$ cat config.mk
export PLATFORM = sky130hd
export DESIGN_NAME = clock_fail_monitor
export DESIGN_NICKNAME = d
export VERILOG_FILES = /design/src/inc/clk_fail_pkg.sv /design/src/hw/clk_watch.sv /design/src/hw/evt_status.sv /design/src/hw/clock_fail_monitor.sv
export SDC_FILE = /design/constraint.sdc
export NUM_CORES = 1
export LEC_CHECK = 0
export BUFFER_PORTS_ARGS = -buffer_cell sky130_fd_sc_hd__buf_2
export CAP_MARGIN = 20
export CORE_MARGIN = 2
export CORE_UTILIZATION = 46
export DETAILED_ROUTE_END_ITERATION = 8
export PLACE_DENSITY = 0.75
export SYNTH_ARGS = -nofsm -noshare
export SYNTH_HDL_FRONTEND = slang
export SYNTH_SLANG_ARGS = --single-unit
$ cat constraint.sdc
create_clock -name i_mclk -period 1.3 [get_ports i_mclk]
set_input_delay 0.325 -clock i_mclk [delete_from_list [all_inputs] [get_ports i_mclk]]
set_output_delay 0.325 -clock i_mclk [all_outputs]
set_load 0.01 [all_outputs]
$ cat src/inc/clk_fail_pkg.sv
package clk_fail_pkg;

	// Register word offsets on the local port
	localparam logic [3:0] OFF_CTRL   = 4'h0;
	localparam logic [3:0] OFF_STATUS = 4'h4;
	localparam logic [3:0] OFF_MASK   = 4'h8;
	localparam logic [3:0] OFF_STATE  = 4'hC;

	// Control word fields
	localparam int CTRL_LF_IRQ  = 0;
	localparam int CTRL_LF_AUTO = 1;
	localparam int CTRL_HF_IRQ  = 2;
	localparam int CTRL_HF_AUTO = 3;
	localparam int CTRL_SEL_LO  = 4;
	localparam int CTRL_SEL_HI  = 5;
	localparam int CTRL_HFX16   = 6;
	localparam int CTRL_LF_XTAL = 7;
	localparam logic [7:0] CTRL_RST = 8'h00;

	// Status and mask bits, one per watched source
	localparam int EVT_W   = 4;
	localparam int EVT_LF  = 0;
	localparam int EVT_HFX = 1;
	localparam int EVT_PIN = 2;
	localparam int EVT_PLL = 3;
	localparam logic [3:0] MASK_RST = 4'h0;

	// Failure windows, in reference oscillator rising edges
	localparam logic [3:0] LF_WIN_REF = 4'h4;
	localparam logic [3:0] HF_WIN_REF = 4'h8;

	// Supported system clock rates
	localparam int HIGH_FREQ_INTERNAL_OSC_MHZ      = 26;
	localparam int HIGH_FREQ_CRYSTAL_CLOCK_MHZ_HI  = 26;
	localparam int HIGH_FREQ_CRYSTAL_CLOCK_MHZ_LO  = 16;

	typedef enum logic [1:0] {
		SRC_HIGH_FREQ_INTERNAL_OSC  = 2'b00,
		SRC_HIGH_FREQ_CRYSTAL_CLOCK = 2'b01,
		SRC_PIN    = 2'b10,
		SRC_PLL    = 2'b11
	} sys_src_t;

	typedef enum logic [1:0] {
		PWR_ACTIVE    = 2'b00,
		PWR_FLEXI     = 2'b01,
		PWR_HIBERNATE = 2'b10,
		PWR_SHUTDOWN  = 2'b11
	} pwr_mode_t;

endpackage : clk_fail_pkg

$ cat src/hw/clk_watch.sv
`timescale 1ns/100ps
`default_nettype none
module clk_watch
	import clk_fail_pkg::*;
#(
	parameter logic [3:0] WIN = 4'h4
) (
	input  wire logic i_mclk,
	input  wire logic i_nrst,
	input  wire logic i_en,
	input  wire logic i_ref_lvl,
	input  wire logic i_watch_lvl,
	output logic      o_fail
);

	logic       ref_d_r;
	logic       watch_d_r;
	logic [3:0] cnt_r;
	logic       ref_rise;
	logic       watch_edge;

	assign ref_rise   = i_ref_lvl & ~ref_d_r;
	assign watch_edge = i_watch_lvl ^ watch_d_r;

	always_ff @(posedge i_mclk or negedge i_nrst) begin
		if (!i_nrst) begin
			ref_d_r   <= 1'b0;
			watch_d_r <= 1'b0;
		end else begin
			ref_d_r   <= i_ref_lvl;
			watch_d_r <= i_watch_lvl;
		end
	end

	// Counter saturates so a dead clock keeps the flag up
	always_ff @(posedge i_mclk or negedge i_nrst) begin
		if (!i_nrst) begin
			cnt_r  <= 4'h0;
			o_fail <= 1'b0;
		end else if (!i_en || watch_edge) begin
			cnt_r  <= 4'h0;
			o_fail <= 1'b0;
		end else if (ref_rise && cnt_r != WIN) begin
			cnt_r <= cnt_r + 4'h1;
			if (cnt_r == WIN - 4'h1) begin
				o_fail <= 1'b1;
			end
		end
	end
endmodule : clk_watch
`default_nettype wire

$ cat src/hw/evt_status.sv
`timescale 1ns/100ps
`default_nettype none
module evt_status
	import clk_fail_pkg::*;
(
	input  wire logic             i_mclk,
	input  wire logic             i_nrst,
	input  wire logic [EVT_W-1:0] i_set,
	input  wire logic             i_rd_clr,
	input  wire logic             i_mask_wr,
	input  wire logic [EVT_W-1:0] i_mask_data,
	output logic      [EVT_W-1:0] o_status,
	output logic      [EVT_W-1:0] o_mask,
	output logic                  o_irq
);

	logic [EVT_W-1:0] status_nxt;
	logic [EVT_W-1:0] mask_nxt;

	// A set landing on the clearing read survives it
	assign status_nxt = (i_rd_clr ? {EVT_W{1'b0}} : o_status) | i_set;
	assign mask_nxt   = i_mask_wr ? i_mask_data : o_mask;

	always_ff @(posedge i_mclk or negedge i_nrst) begin
		if (!i_nrst) begin
			o_status <= {EVT_W{1'b0}};
		end else begin
			o_status <= status_nxt;
		end
	end

	always_ff @(posedge i_mclk or negedge i_nrst) begin
		if (!i_nrst) begin
			o_mask <= MASK_RST;
		end else begin
			o_mask <= mask_nxt;
		end
	end

	always_ff @(posedge i_mclk or negedge i_nrst) begin
		if (!i_nrst) begin
			o_irq <= 1'b0;
		end else begin
			o_irq <= |(status_nxt & mask_nxt);
		end
	end

endmodule : evt_status
`default_nettype wire

$ cat src/hw/clock_fail_monitor.sv
// What this block does
// - Internal slow oscillator watches slow crystal in every mode but shutdown
// - Slow crystal stop optionally raises an interrupt
// - Optional automatic switch to internal slow oscillator
// - Internal fast oscillator watches crystal, pin, PLL
// - Selected fast source stopping reports an interrupt
// - Optional automatic fallback to internal fast oscillator
// - Fast crystal runs at 26 or 16 MHz
//
// Strobed register access and the register addresses are this design's own decisions.
`timescale 1ns/100ps
`default_nettype none
module clock_fail_monitor
	import clk_fail_pkg::*;
(
	input  wire logic        i_mclk,
	input  wire logic        i_nrst,
	input  wire logic [3:0]  i_addr,
	input  wire logic [31:0] i_wdata,
	input  wire logic        i_wr,
	input  wire logic        i_rd,
	output logic      [31:0] o_rdata,
	output logic             o_irq,
	input  wire logic [1:0]  i_pwr_mode,
	input  wire logic        i_low_freq_internal_osc,
	input  wire logic        i_low_freq_crystal_clock,
	input  wire logic        i_high_freq_internal_osc,
	input  wire logic        i_high_freq_crystal_clock,
	input  wire logic        i_external_pin_clock_input,
	input  wire logic        i_pll_clock,
	output logic             o_lf_src_int,
	output sys_src_t         o_sys_src,
	output logic             o_high_freq_crystal_clock_16m
);

	function automatic logic hit(input logic [3:0] addr, input logic [3:0] off);
		hit = (addr == off);
	endfunction : hit

	function automatic sys_src_t src_of(input int idx);
		case (idx)
			0:       src_of = SRC_HIGH_FREQ_CRYSTAL_CLOCK;
			1:       src_of = SRC_PIN;
			default: src_of = SRC_PLL;
		endcase
	endfunction : src_of

	logic [7:0]       ctrl_r;
	logic [31:0]      rdata_nxt;
	logic             ctrl_wr;
	logic             status_rd;
	logic             mask_wr;
	logic             mon_on;
	logic             lf_fail;
	logic             lf_fail_d_r;
	logic             lf_evt;
	logic [2:0]       hf_en;
	logic [2:0]       hf_fail;
	logic [2:0]       hf_fail_d_r;
	logic [2:0]       hf_evt;
	logic             hf_any_evt;
	logic [2:0]       hf_watch;
	logic [EVT_W-1:0] evt_set;
	logic [EVT_W-1:0] status;
	logic [EVT_W-1:0] mask;
	logic             irq_w;
	sys_src_t         src_req;

	assign ctrl_wr   = i_wr & hit(i_addr, OFF_CTRL);
	assign mask_wr   = i_wr & hit(i_addr, OFF_MASK);
	assign status_rd = i_rd & hit(i_addr, OFF_STATUS);
	assign src_req   = sys_src_t'(i_wdata[CTRL_SEL_HI:CTRL_SEL_LO]);

	// Only shutdown stops the watchers; every other mode keeps them running
	assign mon_on = (pwr_mode_t'(i_pwr_mode) != PWR_SHUTDOWN);

	always_ff @(posedge i_mclk or negedge i_nrst) begin
		if (!i_nrst) begin
			ctrl_r <= CTRL_RST;
		end else if (ctrl_wr) begin
			ctrl_r <= i_wdata[7:0];
		end
	end

	// Slow crystal watcher, referenced to the internal slow oscillator
	clk_watch #(
		.WIN         (LF_WIN_REF)
	) u_lf_watch (
		.i_mclk      (i_mclk),
		.i_nrst      (i_nrst),
		.i_en        (mon_on),
		.i_ref_lvl   (i_low_freq_internal_osc),
		.i_watch_lvl (i_low_freq_crystal_clock),
		.o_fail      (lf_fail)
	);

	// Fast watchers only arm for the source actually driving the system
	assign hf_watch = {i_pll_clock, i_external_pin_clock_input, i_high_freq_crystal_clock};

	genvar gi;
	generate
		for (gi = 0; gi < 3; gi++) begin : g_hf
			assign hf_en[gi] = mon_on & (o_sys_src == src_of(gi));
			clk_watch #(
				.WIN         (HF_WIN_REF)
			) u_hf_watch (
				.i_mclk      (i_mclk),
				.i_nrst      (i_nrst),
				.i_en        (hf_en[gi]),
				.i_ref_lvl   (i_high_freq_internal_osc),
				.i_watch_lvl (hf_watch[gi]),
				.o_fail      (hf_fail[gi])
			);
		end
	endgenerate

	always_ff @(posedge i_mclk or negedge i_nrst) begin
		if (!i_nrst) begin
			lf_fail_d_r <= 1'b0;
			hf_fail_d_r <= 3'h0;
		end else begin
			lf_fail_d_r <= lf_fail;
			hf_fail_d_r <= hf_fail;
		end
	end

	assign lf_evt     = lf_fail & ~lf_fail_d_r;
	assign hf_evt     = hf_fail & ~hf_fail_d_r;
	assign hf_any_evt = |hf_evt;

	// Detection enables gate what reaches the sticky flags
	always_comb begin
		evt_set          = {EVT_W{1'b0}};
		evt_set[EVT_LF]  = lf_evt & ctrl_r[CTRL_LF_IRQ];
		evt_set[EVT_HFX] = hf_evt[0] & ctrl_r[CTRL_HF_IRQ];
		evt_set[EVT_PIN] = hf_evt[1] & ctrl_r[CTRL_HF_IRQ];
		evt_set[EVT_PLL] = hf_evt[2] & ctrl_r[CTRL_HF_IRQ];
	end

	evt_status u_status (
		.i_mclk      (i_mclk),
		.i_nrst      (i_nrst),
		.i_set       (evt_set),
		.i_rd_clr    (status_rd),
		.i_mask_wr   (mask_wr),
		.i_mask_data (i_wdata[EVT_W-1:0]),
		.o_status    (status),
		.o_mask      (mask),
		.o_irq       (irq_w)
	);

	always_ff @(posedge i_mclk or negedge i_nrst) begin
		if (!i_nrst) begin
			o_irq <= 1'b0;
		end else begin
			o_irq <= irq_w;
		end
	end

	// Boot runs on the internal slow oscillator until software picks the crystal.
	// A failover wins over a write in the same cycle so that write cannot reselect the failing crystal.
	always_ff @(posedge i_mclk or negedge i_nrst) begin
		if (!i_nrst) begin
			o_lf_src_int <= 1'b1;
		end else if (lf_evt && ctrl_r[CTRL_LF_AUTO]) begin
			o_lf_src_int <= 1'b1;
		end else if (ctrl_wr) begin
			o_lf_src_int <= ~i_wdata[CTRL_LF_XTAL];
		end
	end

	always_ff @(posedge i_mclk or negedge i_nrst) begin
		if (!i_nrst) begin
			o_sys_src <= SRC_HIGH_FREQ_INTERNAL_OSC;
		end else if (hf_any_evt && ctrl_r[CTRL_HF_AUTO]) begin
			o_sys_src <= SRC_HIGH_FREQ_INTERNAL_OSC;
		end else if (ctrl_wr) begin
			o_sys_src <= src_req;
		end
	end

	// Crystal rate select; only the two supported rates exist
	always_ff @(posedge i_mclk or negedge i_nrst) begin
		if (!i_nrst) begin
			o_high_freq_crystal_clock_16m <= 1'b0;
		end else if (ctrl_wr) begin
			o_high_freq_crystal_clock_16m <= i_wdata[CTRL_HFX16];
		end
	end

	always_comb begin
		rdata_nxt = 32'h0;
		if (i_rd) begin
			case (i_addr)
				OFF_CTRL:   rdata_nxt[7:0] = ctrl_r;
				OFF_STATUS: rdata_nxt[EVT_W-1:0] = status;
				OFF_MASK:   rdata_nxt[EVT_W-1:0] = mask;
				OFF_STATE:  rdata_nxt[7:0] = {lf_fail, hf_fail, o_high_freq_crystal_clock_16m,
						o_sys_src, o_lf_src_int};
				default:    rdata_nxt = 32'h0;
			endcase
		end
	end

	// Data stand only in the cycle after the read
	always_ff @(posedge i_mclk or negedge i_nrst) begin
		if (!i_nrst) begin
			o_rdata <= 32'h0;
		end else begin
			o_rdata <= rdata_nxt;
		end
	end
endmodule : clock_fail_monitor
`default_nettype wire

==> impl_metrics.tcl <==
set metrics [dict create \
    initial_antenna_violation_count 0 \
    cts_inserted_buffers 9 \
    post_synth.cell_area_avg_um2 11.3 \
    fillerInstances 490 \
    violations "negative setup slack" \
    powerDensity_nw_per_um2 1140 \
    drt-total-wl_mm 5.89 \
    total_power_uw 4250 \
    fraction_of_final_layout_cells_with_drive_strength_greater_than_1 0.405 \
    timing.final.hold_violations 0 \
    post-dp-hpwl_mm 4.05 \
    worstHoldStart "i_low_freq_internal_osc" \
    vias 2059 \
    design.die.area_um2 6840 \
    synth_seq_area_share 0.519 \
    unrepaired_setup_endpoints_after_global_routing "yes" \
    ant_nets 0 \
    run_status "finished, violations left" \
    first_global_vias 2056 \
    cp-start-kind "input port" \
    start_to_end_type_of_the_worst_setup_path "in -> reg" \
    syn-cell-area_um2 2850 \
    multi_input_comb_area_um2 1310 \
    syn2layout_area_growth_pct 31.4 \
    holdCritPathClass "in -> reg" \
    wire_length_of_the_first_global_routing_pass_mm 9.34 \
    drc_errors 0 \
    crit_path_top_delay_cell "a2111o_1" \
    critical_path.max_fanout 8 \
    gr-usage-all-layers 0.191 \
    finalClockSkew_ns 0.00625 \
    final_min_period_over_clock_period 1.05 \
    die-width_um 82.7 \
    gp_routability_congestion 0.852 \
    wl_per_cell_um 13.9 \
    layout.area.seq_um2 1480 \
    cts.sink_count 59 \
    timing.final.max_slew_violations 0 \
    synth.ff_latch_count 59 \
    placeableCoreArea_um2 5960 \
    start_util 0.478 \
    cts.reportedPaths.clkPinSlew_ns 0.06 \
    root_buffer "clkbuf_8" \
    synthCells 253 \
    grt_max_degree 60 \
    rows 28 \
    finalSetupViolCount 2 \
    die_h_um 82.7 \
    mostFrequentLayoutCell "dfrtp_1" \
    fmaxAchievable_ghz 0.731 \
    post-place-cells 394 \
    max_stage_delay_ns 0.36 \
    worstSetupStartpoint "i_addr[2]" \
    synthFlopType "dfrtp_1" \
    final_cell_mix "58 x dfrtp_1, 38 x buf_4, 29 x buf_2" \
    number_of_unique_standard_cell_types_used_by_synthesis 38 \
    worstSkewPairLatency_ns 0.34 \
    tritoncts "built" \
    post_synth_arst_share 1.00 \
    net_count_of_the_finished_layout 400 \
    num_io_pins 85 \
    final-instance-count-excl-fill 423 \
    viasPerCell 4.87 \
    fin_ws_ns -0.0674 \
    worstPathRequired_ns 1.51 \
    fin_crit_ns 1.37 \
    synth_edf_count 0 \
    yosysWarnings 0 \
    cp_cell_sequence "buf_6, nor4b_4, buf_6, nand2_2, mux2_4, a2111o_1" \
    p_leak_uw 0.00188 \
    diodes_inserted 0 \
    gr-total-overflow 0 \
    number_of_port_buffers 36 \
    drt-initial-drc-count 55 \
    max-clock-path-buffers 2 \
    cts_htree_levels 3 \
    arrival_ns 1.58 \
    holdWs_ns 0.110 \
    drt_pre_antenna_iters 5 \
    critical_path.most_common_cell "buf_6" \
    critPathCaptureType "flip-flop" \
    crit-reg2reg-launch "g_hf[1].u_hf_watch.o_fail" \
    maxCapViolCount 0 \
    max-vdd-ir-drop_uv 660 \
]
==> registers in the layout, summed over array words and instances (netlist names), 2 cells and up <==
signal and flops:
ctrl_r 8, g_hf.u_hf_watch.cnt_r 12, g_hf.u_hf_watch.o_fail 3, g_hf.u_hf_watch.watch_d_r 3, hf_fail_d_r 3, o_rdata 8
o_sys_src 2, u_lf_watch.cnt_r 4, u_status.o_mask 4, u_status.o_status 4
==> synthesized netlist by cell type, types with 5 or more instances <==
cell      number  area [µm²]
dfrtp_1       58        1450
nor2_1        25        93.8
buf_4         24         180
nand2_1       14        52.6
inv_1         12        45.0
xnor2_1       10        87.6
ha_1           8         100
nand3_1        8        40.0
and2_1         7        43.8
nor2b_1        7        43.8
or2_2          7        43.8
a21boi_0       6        45.0
xor2_1         6        52.6
a21oi_1        5        25.0
mux2_2         5        56.3
mux2i_1        5        50.1
==> layer usage <==
metal,track usage,vias to the layer above,part of all wire
met2,0.319,64,0.49
met4,0.0639,0,0.011
met3,0.0674,8,0.062
li1,-,986,-
met1,0.230,1001,0.44
met5,0,-,0
==> cell families after synthesis <==
| kind of cell | Yosys count | synth area share |
|---|---|---|
| AOI/OAI and AO/OA | 29 | 0.0742 |
| and+or+nand+nor | 82 | 0.152 |
| buffers and inverters | 41 | 0.0870 |
| DFF | 59 | 0.519 |
| xor gates and xnor gates | 16 | 0.0492 |
| adders and majority gates | 8 | 0.0351 |
| other | 1 | 0.00132 |
| muxes | 17 | 0.0821 |
==> power by group <==
group / internal, µW / switching (µW) / total [µW]
clock network: 723 / 676 / 1400
registers: 1970 / 84.5 / 2060
logic: 455 / 339 / 794
==> final timing paths <==
| path | slack [ns] | cells after the start | to |
|---|---|---|---|
| setup / recovery | -0.07 | 6 | u_status.o_irq |
| hold / removal | 0.11 | 1 | u_lf_watch.ref_d_r |
| setup reg to reg | -0.05 | 4 | u_status.o_irq |
| hold reg to reg | 0.38 | 0 | o_irq |
| max in group asynchronous | 0.48 | 3 | o_lf_src_int |
| min in group asynchronous | 0.51 | 3 | o_irq |
==> metrics by stage <==
stage	util	setup slack [ns]	cell area (µm²)	setup TNS, ns
floorplan	-	-0.252	2940	-2.21
global placement	0.553	-0.471	3290	-6.74
detailed placement	0.553	-0.530	3290	-7.84
CTS	0.611	-0.0413	3640	-0.0785
global route	0.628	-0.114	3740	-0.383
finish	0.628	-0.0674	3740	-0.0718
==> worst max-delay path: cells and delay by family <==
kind	cells	cell delay, ns
compound gates	1	0.36
simple gates	2	0.32
buf+inv	2	0.26
mux	1	0.30
==> cell type report <==
| type | instances | area share |
|---|---|---|
| tap | 75 | 0.0251 |
| multi-input combinational | 176 | 0.351 |
| clock buffer | 12 | 0.0388 |
| inverter | 12 | 0.0120 |
| clock inverter | 3 | 0.00401 |
| timing repair buffer | 86 | 0.174 |
| sequential | 59 | 0.395 |
==> repair_timing <==
action,4_1_cts,5_1_grt
setup buffers,10,4
hold buffers,1,0
endpoints found under the hold margin,58,0
pin swaps,16,14
gates resized for setup,32,23
endpoints found under the setup margin,19,26
(Power assumes the default switching activity.)
